### src/logic/uart_cfg.svh
// Register offsets, field positions, reset values and timing constants of the UART
`ifndef UART_NET_CFG_SVH
`define UART_NET_CFG_SVH
`define OFS_DATA        4'h0
`define OFS_IEN         4'h1
`define OFS_IID         4'h2
`define OFS_LCR         4'h3
`define OFS_MCR         4'h4
`define OFS_LSR         4'h5
`define OFS_MSR         4'h6
`define OFS_SCR         4'h7
`define OFS_FRAC        4'h8
`define OFS_NEN         4'h9
`define OFS_NIID        4'hA
`define OFS_NADR        4'hB
`define OFS_DIVH        4'hC
`define OFS_ISTAT       4'hD
`define OFS_IMASK       4'hE
`define OFS_CD          4'hF
`define LCR_DLAB        7
`define LCR_PEN         3
`define LCR_EPS         4
`define LCR_STB         2
`define NEN_ENABLE      7
`define NEN_ADDRFLAG    0
`define IEN_RXFULL      0
`define IEN_TXEMPTY     1
`define IEN_LINE        2
`define LSR_TEMT        6
`define LSR_THRE        5
`define RESET_DIV       16'h0001
`define RESET_FRAC      16'h0800
`define RESET_LCR       8'h03
`define FRAC_N_WIDTH    11
`define FRAC_ONE        12'h800
`define OVERSAMPLE      5'h10
`define HALF_BIT        5'h08
`define EV_RX           0
`define EV_TX           1
`define EV_LINE         2
`define EV_ADDR         3
`endif

### src/logic/uart_pkg.sv
// Types shared by the UART modules
package uart_pkg;
    typedef enum logic [1:0] {
        LINK_IDLE  = 2'b00,
        LINK_START = 2'b01,
        LINK_DATA  = 2'b11,
        LINK_STOP  = 2'b10
    } link_state_t;
endpackage : uart_pkg

### src/logic/uart_baud_gen.sv
// Baud tick generator: power-of-two prescale, times two, divisor latch, fractional stretch
`timescale 1ns/1ps
`include "uart_cfg.svh"
module uart_baud_gen
    import uart_pkg::*;
(
    input  wire logic        clock,
    input  wire logic        sys_rst,
    input  wire logic [2:0]  clockDivBits,
    input  wire logic [15:0] divisor,
    input  wire logic [15:0] fracDiv,
    input  wire logic        fracEnable,
    output logic             tick16
);
    typedef struct packed {
        logic [6:0]  pre;
        logic        half;
        logic [15:0] cnt;
        logic [11:0] acc;
        logic        stretch;
        logic        tick;
    } baud_state_t;
    baud_state_t st, next_st;
    logic [6:0]  preTop;
    logic [12:0] sum;

    assign preTop = 7'(({6'h00, 1'b1} << clockDivBits) - 7'h01);
    assign tick16 = st.tick;
    // 11-bit N accumulated against 2048; a carry adds one extra divisor-length wait
    assign sum = {1'b0, st.acc} + {2'b00, fracDiv[`FRAC_N_WIDTH-1:0]};

    always_comb begin
        next_st = st;
        next_st.tick = 1'b0;
        if (st.pre >= preTop) begin
            next_st.pre = 7'h00;
            next_st.half = ~st.half;
            if (st.half) begin
                if (st.cnt + 16'h0001 >= divisor || divisor == 16'h0000) begin
                    next_st.cnt = 16'h0000;
                    if (fracEnable && st.stretch) begin
                        next_st.stretch = 1'b0;
                    end else begin
                        next_st.tick = 1'b1;
                        if (fracEnable) begin
                            next_st.acc = sum[11:0] & 12'h7FF;
                            next_st.stretch = sum[11];
                        end
                    end
                end else begin
                    next_st.cnt = st.cnt + 16'h0001;
                end
            end
        end else begin
            next_st.pre = st.pre + 7'h01;
        end
    end

    always_ff @(posedge clock or posedge sys_rst) begin
        if (sys_rst) begin
            st <= '0;
        end else begin
            st <= next_st;
        end
    end
endmodule : uart_baud_gen

### src/logic/uart_link.sv
// Serial transmitter and receiver working on the 16x oversample tick
`timescale 1ns/1ps
`include "uart_cfg.svh"
module uart_link
    import uart_pkg::*;
(
    input  wire logic       clock,
    input  wire logic       sys_rst,
    input  wire logic       tick16,
    input  wire logic [1:0] wordLen,
    input  wire logic       twoStop,
    input  wire logic       parityEn,
    input  wire logic       parityEven,
    input  wire logic       nineBit,
    input  wire logic       ninthTx,
    input  wire logic       txStart,
    input  wire logic [7:0] txData,
    output logic            txBusy,
    output logic            txLine,
    input  wire logic       rxLine,
    output logic            rxDone,
    output logic [7:0]      rxData,
    output logic            rxNinth,
    output logic            rxParityErr,
    output logic            rxFrameErr
);
    typedef struct packed {
        link_state_t txSt;
        logic [3:0]  txTick;
        logic [3:0]  txBit;
        logic [8:0]  txSh;
        logic        txOut;
        link_state_t rxSt;
        logic [3:0]  rxTick;
        logic [3:0]  rxBit;
        logic [8:0]  rxSh;
        logic        done;
        logic [7:0]  data;
        logic        ninth;
        logic        perr;
        logic        ferr;
    } link_t;
    link_t st, next_st;
    logic [3:0] nBits;
    logic [3:0] txStops;
    logic [7:0] txMasked;
    logic [8:0] rxWord;

    // Extra bit is either parity or the ninth address/data flag, never both
    assign nBits = 4'h5 + {2'b00, wordLen} + ((parityEn | nineBit) ? 4'h1 : 4'h0);
    assign txStops = twoStop ? 4'h2 : 4'h1;
    // Parity covers only the bits of the selected word length
    assign txMasked = txData & (8'hFF >> (2'h3 - wordLen));
    assign rxWord = st.rxSh >> (4'h9 - nBits);
    assign txBusy = st.txSt != LINK_IDLE;
    assign txLine = st.txOut;
    assign rxDone = st.done;
    assign rxData = st.data;
    assign rxNinth = st.ninth;
    assign rxParityErr = st.perr;
    assign rxFrameErr = st.ferr;

    function automatic logic [8:0] place_extra(input logic [7:0] d, input logic [1:0] wl,
                                               input logic x);
        logic [8:0] r;
        r = {1'b0, d} & ({1'b0, 8'hFF} >> (2'h3 - wl));
        r[4'h5 + {2'b00, wl}] = x;
        return r;
    endfunction : place_extra

    always_comb begin
        next_st = st;
        next_st.done = 1'b0;
        case (st.txSt)
            LINK_IDLE: begin
                next_st.txOut = 1'b1;
                if (txStart) begin
                    next_st.txSh = place_extra(txData, wordLen,
                        nineBit ? ninthTx : (^txMasked ^ ~parityEven));
                    if (!(parityEn | nineBit)) next_st.txSh = {1'b0, txData};
                    next_st.txSt = LINK_START;
                    next_st.txTick = 4'h0;
                end
            end
            LINK_START: begin
                next_st.txOut = 1'b0;
                if (tick16) begin
                    next_st.txTick = st.txTick + 4'h1;
                    if (st.txTick == 4'hF) begin
                        next_st.txSt = LINK_DATA;
                        next_st.txBit = 4'h0;
                    end
                end
            end
            LINK_DATA: begin
                next_st.txOut = st.txSh[0];
                if (tick16) begin
                    next_st.txTick = st.txTick + 4'h1;
                    if (st.txTick == 4'hF) begin
                        next_st.txSh = st.txSh >> 1;
                        next_st.txBit = st.txBit + 4'h1;
                        if (st.txBit + 4'h1 == nBits) begin
                            next_st.txSt = LINK_STOP;
                            next_st.txBit = 4'h0;
                        end
                    end
                end
            end
            LINK_STOP: begin
                next_st.txOut = 1'b1;
                if (tick16) begin
                    next_st.txTick = st.txTick + 4'h1;
                    if (st.txTick == 4'hF) begin
                        next_st.txBit = st.txBit + 4'h1;
                        if (st.txBit + 4'h1 == txStops) next_st.txSt = LINK_IDLE;
                    end
                end
            end
            default: next_st.txSt = LINK_IDLE;
        endcase
        case (st.rxSt)
            LINK_IDLE: begin
                if (!rxLine) begin
                    next_st.rxSt = LINK_START;
                    next_st.rxTick = 4'h0;
                end
            end
            LINK_START: begin
                if (tick16) begin
                    next_st.rxTick = st.rxTick + 4'h1;
                    if (st.rxTick == 4'(`HALF_BIT - 5'h01)) begin
                        next_st.rxTick = 4'h0;
                        next_st.rxBit = 4'h0;
                        next_st.rxSh = 9'h000;
                        next_st.rxSt = rxLine ? LINK_IDLE : LINK_DATA;
                    end
                end
            end
            LINK_DATA: begin
                if (tick16) begin
                    next_st.rxTick = st.rxTick + 4'h1;
                    if (st.rxTick == 4'hF) begin
                        next_st.rxSh = {rxLine, st.rxSh[8:1]};
                        next_st.rxBit = st.rxBit + 4'h1;
                        if (st.rxBit + 4'h1 == nBits) next_st.rxSt = LINK_STOP;
                    end
                end
            end
            LINK_STOP: begin
                if (tick16) begin
                    next_st.rxTick = st.rxTick + 4'h1;
                    if (st.rxTick == 4'hF) begin
                        next_st.rxSt = LINK_IDLE;
                        next_st.done = 1'b1;
                        next_st.ferr = ~rxLine;
                        next_st.data = 8'(rxWord) & (8'hFF >> (2'h3 - wordLen));
                        next_st.ninth = rxWord[4'h5 + {2'b00, wordLen}];
                        // No parity check while the ninth bit carries the address flag
                        next_st.perr = parityEn && !nineBit &&
                            ((^(rxWord & (9'h1FF >> (4'h3 - {2'b00, wordLen}))))
                             != ~parityEven);
                    end
                end
            end
            default: next_st.rxSt = LINK_IDLE;
        endcase
    end

    always_ff @(posedge clock or posedge sys_rst) begin
        if (sys_rst) begin
            st <= '{txSt: LINK_IDLE, rxSt: LINK_IDLE, txOut: 1'b1, default: '0};
        end else begin
            st <= next_st;
        end
    end
endmodule : uart_link

### src/logic/uart_network_addressable.sv
// UART with 16450-style registers, fractional baud divider and network address mode
`timescale 1ns/1ps
`include "uart_cfg.svh"
module uart_network_addressable
    import uart_pkg::*;
(
    input  wire logic       clock,
    input  wire logic       sys_rst,
    input  wire logic [3:0] regAddr,
    input  wire logic [7:0] writeData,
    input  wire logic       writeStrobe,
    input  wire logic       readStrobe,
    output logic [7:0]      readData,
    output logic            txLine,
    input  wire logic       rxLine,
    output logic            irq
);
    typedef struct packed {
        logic [7:0]  rdata;
        logic [7:0]  txHold;
        logic        txPending;
        logic        txNinth;
        logic [7:0]  rxBuf;
        logic        rxFull;
        logic        overrun;
        logic        parityErr;
        logic        frameErr;
        logic [7:0]  ien;
        logic [7:0]  lcr;
        logic [7:0]  mcr;
        logic [7:0]  scratch;
        logic [15:0] divisor;
        logic [15:0] frac;
        logic [7:0]  nen;
        logic [3:0]  niid;
        logic [7:0]  nadr;
        logic [2:0]  cdBits;
        logic [3:0]  istat;
        logic [3:0]  imask;
    } regs_t;
    regs_t st, next_st;

    logic       tick16;
    logic       txStart;
    logic       txBusy;
    logic       rxDone;
    logic [7:0] rxData;
    logic       rxNinth;
    logic       rxParityErr;
    logic       rxFrameErr;
    logic       netMode;
    logic       fracEnable;
    logic       txEmpty;
    logic [3:0] events;
    logic       addrMatch;

    assign netMode = st.nen[`NEN_ENABLE];
    assign fracEnable = st.frac != `RESET_FRAC;
    assign txEmpty = !st.txPending;
    assign txStart = st.txPending && !txBusy;
    assign readData = st.rdata;
    assign irq = |(st.istat & st.imask);
    assign addrMatch = rxDone && netMode && rxNinth && (rxData == st.nadr);

    function automatic logic sel(input logic [3:0] a, input logic [3:0] ofs);
        return a == ofs;
    endfunction : sel

    uart_baud_gen baudGen (
        .clock        (clock),
        .sys_rst      (sys_rst),
        .clockDivBits (st.cdBits),
        .divisor      (st.divisor),
        .fracDiv      (st.frac),
        .fracEnable   (fracEnable),
        .tick16       (tick16)
    );

    uart_link link (
        .clock       (clock),
        .sys_rst     (sys_rst),
        .tick16      (tick16),
        .wordLen     (st.lcr[1:0]),
        .twoStop     (st.lcr[`LCR_STB]),
        .parityEn    (st.lcr[`LCR_PEN]),
        .parityEven  (st.lcr[`LCR_EPS]),
        .nineBit     (netMode),
        .ninthTx     (st.txNinth),
        .txStart     (txStart),
        .txData      (st.txHold),
        .txBusy      (txBusy),
        .txLine      (txLine),
        .rxLine      (rxLine),
        .rxDone      (rxDone),
        .rxData      (rxData),
        .rxNinth     (rxNinth),
        .rxParityErr (rxParityErr),
        .rxFrameErr  (rxFrameErr)
    );

    // Interrupt events: receive, transmit holding register emptied, line error, address match
    always_comb begin
        events = 4'h0;
        // In network mode address frames never land in the buffer
        events[`EV_RX] = rxDone && st.ien[`IEN_RXFULL] && (!netMode || !rxNinth);
        events[`EV_TX] = txStart && st.ien[`IEN_TXEMPTY];
        events[`EV_LINE] = rxDone && st.ien[`IEN_LINE] && (rxParityErr || rxFrameErr);
        events[`EV_ADDR] = addrMatch && st.ien[`IEN_RXFULL];
    end

    always_comb begin
        next_st = st;
        next_st.rdata = 8'h00;
        if (txStart) next_st.txPending = 1'b0;
        if (readStrobe) begin
            case (regAddr)
                `OFS_DATA: begin
                    if (st.lcr[`LCR_DLAB]) begin
                        next_st.rdata = st.divisor[7:0];
                    end else begin
                        next_st.rdata = st.rxBuf;
                        next_st.rxFull = 1'b0;
                    end
                end
                `OFS_IEN:   next_st.rdata = st.ien;
                `OFS_IID:   next_st.rdata = {7'h00, ~irq};
                `OFS_LCR:   next_st.rdata = st.lcr;
                `OFS_MCR:   next_st.rdata = st.mcr;
                `OFS_LSR: begin
                    next_st.rdata = {1'b0, txEmpty && !txBusy, txEmpty, 1'b0,
                                     st.frameErr, st.parityErr, st.overrun, st.rxFull};
                    next_st.overrun = 1'b0;
                    next_st.parityErr = 1'b0;
                    next_st.frameErr = 1'b0;
                end
                `OFS_MSR:   next_st.rdata = 8'h00;
                `OFS_SCR:   next_st.rdata = st.scratch;
                `OFS_FRAC:  next_st.rdata = st.frac[7:0];
                `OFS_NEN:   next_st.rdata = st.nen;
                `OFS_NIID:  next_st.rdata = {4'h0, st.niid};
                `OFS_NADR:  next_st.rdata = st.nadr;
                `OFS_DIVH:  next_st.rdata = st.divisor[15:8];
                `OFS_ISTAT: next_st.rdata = {4'h0, st.istat};
                `OFS_IMASK: next_st.rdata = {4'h0, st.imask};
                `OFS_CD:    next_st.rdata = {st.frac[15:11], st.cdBits};
                default:    next_st.rdata = 8'h00;
            endcase
            if (sel(regAddr, `OFS_NIID)) next_st.niid = 4'h0;
        end
        if (writeStrobe) begin
            case (regAddr)
                `OFS_DATA: begin
                    if (st.lcr[`LCR_DLAB]) begin
                        next_st.divisor[7:0] = writeData;
                    end else if (!st.txPending) begin
                        // A write while a byte still waits is dropped; software polls empty
                        next_st.txHold = writeData;
                        next_st.txPending = 1'b1;
                        next_st.txNinth = st.nen[`NEN_ADDRFLAG];
                    end
                end
                `OFS_IEN:   next_st.ien = writeData;
                `OFS_LCR:   next_st.lcr = writeData;
                `OFS_MCR:   next_st.mcr = writeData;
                `OFS_SCR:   next_st.scratch = writeData;
                `OFS_FRAC:  next_st.frac[7:0] = writeData;
                `OFS_NEN:   next_st.nen = writeData;
                `OFS_NADR:  next_st.nadr = writeData;
                `OFS_DIVH:  next_st.divisor[15:8] = writeData;
                `OFS_ISTAT: next_st.istat = st.istat & ~writeData[3:0];
                `OFS_IMASK: next_st.imask = writeData[3:0];
                `OFS_CD: begin
                    next_st.cdBits = writeData[2:0];
                    next_st.frac[15:11] = writeData[7:3];
                end
                default: ;
            endcase
        end
        if (rxDone && (!netMode || !rxNinth)) begin
            if (st.rxFull) next_st.overrun = 1'b1;
            next_st.rxBuf = rxData;
            next_st.rxFull = 1'b1;
            // Set wins over a status read clearing the flags in the same cycle
            next_st.parityErr = next_st.parityErr | rxParityErr;
            next_st.frameErr = next_st.frameErr | rxFrameErr;
        end
        if (addrMatch) next_st.niid[0] = 1'b1;
        // Hardware set wins over a software clear in the same cycle
        next_st.istat = next_st.istat | events;
    end

    always_ff @(posedge clock or posedge sys_rst) begin
        if (sys_rst) begin
            st <= '{divisor: `RESET_DIV, frac: `RESET_FRAC, lcr: `RESET_LCR,
                    default: '0};
        end else begin
            st <= next_st;
        end
    end
endmodule : uart_network_addressable

### config.mk
export PLATFORM = sky130hd
export DESIGN_NAME = uart_network_addressable
export DESIGN_NICKNAME = d
export VERILOG_FILES = /design/src/logic/uart_pkg.sv /design/src/logic/uart_baud_gen.sv /design/src/logic/uart_link.sv /design/src/logic/uart_network_addressable.sv
export VERILOG_INCLUDE_DIRS = /design/src /design/src/logic
export SDC_FILE = /design/constraint.sdc
export NUM_CORES = 1
export LEC_CHECK = 0
export BUFFER_PORTS_ARGS = -buffer_cell sky130_fd_sc_hd__buf_2
export CORE_UTILIZATION = 38
export CTS_CLUSTER_DIAMETER = 120
export CTS_CLUSTER_SIZE = 16
export DETAILED_ROUTE_END_ITERATION = 10
export PLACE_DENSITY = 0.64
export SYNTH_ARGS = -nofsm -noshare
export SYNTH_HDL_FRONTEND = slang
export SYNTH_SLANG_ARGS = --single-unit
### constraint.sdc
create_clock -name clock -period 6.45 [get_ports clock]
set_clock_uncertainty 0.2 [all_clocks]
set_input_delay 0.645 -clock clock [delete_from_list [all_inputs] [get_ports clock]]
set_output_delay 0.645 -clock clock [all_outputs]
set_load 0.005 [all_outputs]
==> results by stage <==
Clock network:
- The depth of the CTS H-tree is 1.
- The insertion delay of the later-clocked pin in the worst-skew pair is 490 ps.
- Buffers inserted during clock tree synthesis total 16.
- After clock tree synthesis, the clock-pin slew on the worst setup and hold paths is 70 ps.
- Clock tree synthesis found a total of 207 sinks.
- The number of cells upsized or downsized after cts is 0.
- In this run, post-CTS hold repair placed 0 buffers.
- After clock tree synthesis, the setup repair step added 0 buffers.
- The clock tree from TritonCTS is yes.
- The buffer cell driving the clock tree root is clkbuf_16.
- The maximum root-to-sink buffer count is 3.

STA:
- The number of slew-limit violations in the final report came to 0.
- For the finished layout, the period the worst path requires is 4570 ps.
- The final-report hold violation count is 0.
- Setup violations remaining at the end of the flow were counted as 0.
- The upper clock frequency limit is 219 MHz.
- At the pin with the least slew margin, the transition time is 1030 ps.
- Setup repair after global routing left no endpoint under its margin.
- The remaining max-slew budget at the tightest pin is 30.9%.
- Final hold analysis gives a worst-case slack of 72.2 ps.
- Setup total negative slack on the finished layout was measured at 0 ps.
- The fraction of the cycle the final worst path needs is 70.8%.

Layout:
- Summing all flip-flop and latch instances after layout gives 5190 um^2.
- Once layout is complete, the utilization of the core stands at 41.8%.
- The area of combinational cells with multiple inputs is 6060 um^2.
- From synthesis to final layout, the design area changed by 7.24%.
- The number of antenna cells inserted is 0.
- Of the cells placed in the final design, the portion with a size suffix greater than 1 is 16.2%.
- Counting the fill cells in the layout gives 2876.
- The final layout net count is 1205.
- After routing the design area is 12500 um^2.

Placed design:
- The placed standard-cell area is 12000 um^2.
- Detailed placement ended at an HPWL of 20.1 mm.
- Routability-driven placement finished with a final weighted congestion of 0.913.
- During placement, the flow inserted port buffers numbering 26.

Power and ir drop:
- For this design the total switching power over the nets is 0.00140 W.
- The internal portion of the total power is 0.00266 W.
- The maximum resistive drop on vdd is 144 uV.
- Of the total power, combinational logic draws 33.6%.
- In this run, flip-flops and latches consume 43.0% of the power.
- The ratio of total power to cell area is 324 nW/um^2.
- Net switching is 34.4% of the power.
- In this run the static leakage power is 5.66 nW.
- The clock network burns 23.4% of the power.

Setup path:
- The kind of end point of the critical path is a register.
- The worst setup path is launched from a register.
- The data arrival time of the critical path is 4760 ps.
- The largest driver fanout on the critical path is 19.
- The required time of the critical path is 6650 ps.
- The critical path in this run is classified as reg -> reg.

Synthesis:
- The post-synthesis net count is 1220.
- The number of distinct library cell variants in the gate-level netlist after synthesis is 75.
- The share of synthesized registers carrying an async set or reset is 100%.
- The cell count after synthesis is 1155.
- Of the post-synthesis cell area, the dominant cell type holds 43.3%.
- The most repeated cell in the gate-level netlist after synthesis is dfrtp_1.
- After synthesis, the cell types taking the most area are dfrtp_1, mux2_2, ha_1.
- The synthesized area divided by synthesized cell count is 10.1 um^2.
- During synthesis, Yosys emitted a total of 0 warnings.
- Counting instances in the post-synthesis netlist gives the leading cell types as dfrtp_1, nand2_1, mux2_2.
- The number of enable flip-flop cells after synthesis is 0.
- In this run the cell area of the synthesized design comes to 11700 um^2.
- The flip-flop and latch count after synthesis is 207.
- In the synthesized netlist the dominant register cell turns out to be dfrtp_1.
- For this run, the register share of the synthesized area comes to 44.5%.
- The biggest area contributor in the post-synthesis netlist is dfrtp_1.

Min path:
- The path class of the tightest hold or removal check is in -> async.

GRT:
- The number of global-route vias before repair was 8487.
- The global-route wire length before repair is 46.5 mm.
- Entering global routing, the biggest net connects 177 pins.
- For this run the aggregate overflow at the end of global routing stands at 0.
- In the global route stage, overall resource usage came out at 18.6%.
- The number of antenna violations at the first check in global routing came to 1.

Job:
- The tool flagged a number of max-cap violations equal to 0.

Die:
- The site row count is 63.
- The horizontal die dimension is 177 um.
- The starting density of the core is 38.9%.
- The y dimension of the die is 177 um.
- The core region area is 30000 um^2.
- The number of ports placed on the die boundary is 27.
- The die covers 31400 um^2.

Outcome:
- The run finished with clean final reports.

Drt:
- The count of routing violations after the opening detailed-route iteration is 732.
- In this run the remaining antenna-violating nets after routing total 0.
- The overall via count from detail_route is 8613.
- The final wirelength is 28.6 mm.
- The number of vias per cell after detailed routing is 5.60.
- The number of detailed-route iterations in the first pass is 5.
- The residual DRC count is 0.
- Dividing the detail-routed wire length by the instance count gives 18.6 um.
## stage by stage
| stage | power, W | setup slack, ps | std cells |
|---|---|---|---|
| 2_1_floorplan | 0.00281 | 2760 | 1155 |
| 6_report | 0.00406 | 1880 | 1539 |
| 3_3_place_gp | 0.00308 | 2060 | 1512 |
| 4_1_cts | 0.00409 | 1900 | 1539 |
| 3_5_place_dp | 0.00313 | 1930 | 1512 |
| 5_1_grt | 0.00433 | 1620 | 1539 |
## sequential cells by signal, indices dropped and copies added (netlist names)
name and count:
link.st 38, st 110, netMode 1, link.rxDone 1
link.rxParityErr 1, link.rxData 8, readData 8, baudGen.tick16 1
link.rxFrameErr 1, baudGen.st 36, link.rxNinth 1, link.txLine 1
## cell type report
cell class	count	share of cell area (%)
multi-input cells	848	48.5
flip-flops and latches	207	41.5
well taps	390	3.90
clock buffers	27	3.70
repair buffers	29	1.32
inverters	38	1.17
## cell usage in the layout (no fill, tap or decap), types with 6 or more instances in the layout
cell       synthesis  routed
a22o_1            16      16
mux2i_1           26      26
a22oi_1            7       7
o21ai_0           88      88
clkbuf_1          47      10
xor2_1            20      20
nor2_1            68      68
nand3_1           51      51
xnor2_1           40      40
inv_1             37      36
clkbuf_16          0      17
o21ai_1           13      13
nor4_1             6       6
nor3_1            21      21
nand2_1          133     133
buf_2              4      26
nand4_1           10      10
mux2_2           109     109
and3_1            12      12
o21a_1             6       6
dfrtp_1          202     202
ha_1              46      46
a21o_1            13      13
mux2_4             8       8
a21oi_1           43      43
nor2b_1           14      14
nand2b_1           8       8
## power groups by stage
stage | combinational [W] | sequential, W | clock [W]
6_report | 0.00136 | 0.00175 | 0.000951
3_5_place_dp | 0.00136 | 0.00177 | 0
3_3_place_gp | 0.00133 | 0.00176 | 0
4_1_cts | 0.00137 | 0.00174 | 0.000984
2_1_floorplan | 0.00114 | 0.00168 | 0
5_1_grt | 0.00152 | 0.00178 | 0.00103
## cells by family after synthesis
| group | Yosys count | synth area share, % |
|---|---|---|
| adders and majority gates | 48 | 5.28 |
| DFF | 207 | 44.5 |
| and+or+nand+nor | 348 | 13.8 |
| buffers and inverters | 100 | 3.58 |
| xor gates and xnor gates | 64 | 5.17 |
| muxes | 146 | 14.4 |
| AOI/OAI and AO/OA | 242 | 13.3 |
## worst paths after layout
path	startpoint	endpoint	slack [ps]	depth (start not counted)
min reg2reg	baudGen.st[12]	baudGen.st[12]	270	1
max reg2reg	netMode	link.rxParityErr	1880	13
max in group asynchronous	sys_rst	baudGen.tick16	4650	3
min	sys_rst	link.st[47]	70	2
min in group clock	rxLine	link.st[29]	220	2
max	netMode	link.rxParityErr	1880	13
## per-layer routing
metal / track usage [%] / vias to the layer above / wire length, um
met5: 0 / - / 12
met4: 5.06 / 2 / 694
met3: 2.60 / 49 / 1340
met2: 30.2 / 236 / 13200
met1: 25.8 / 4256 / 13300
li1: - / 4070 / -
## worst max-delay path, stage by stage (launching register included)
cell and delay [ps]:
dfrtp_1 480, nor2_1 300, inv_1 160, ha_1 200, inv_1 60, fa_1 720
ha_1 740, mux2_2 390, a31oi_1 180, a21oi_1 130, xnor2_1 240, xnor2_2 150
xnor3_1 330, o41ai_2 190
Power figures use the tool's default switching activity.
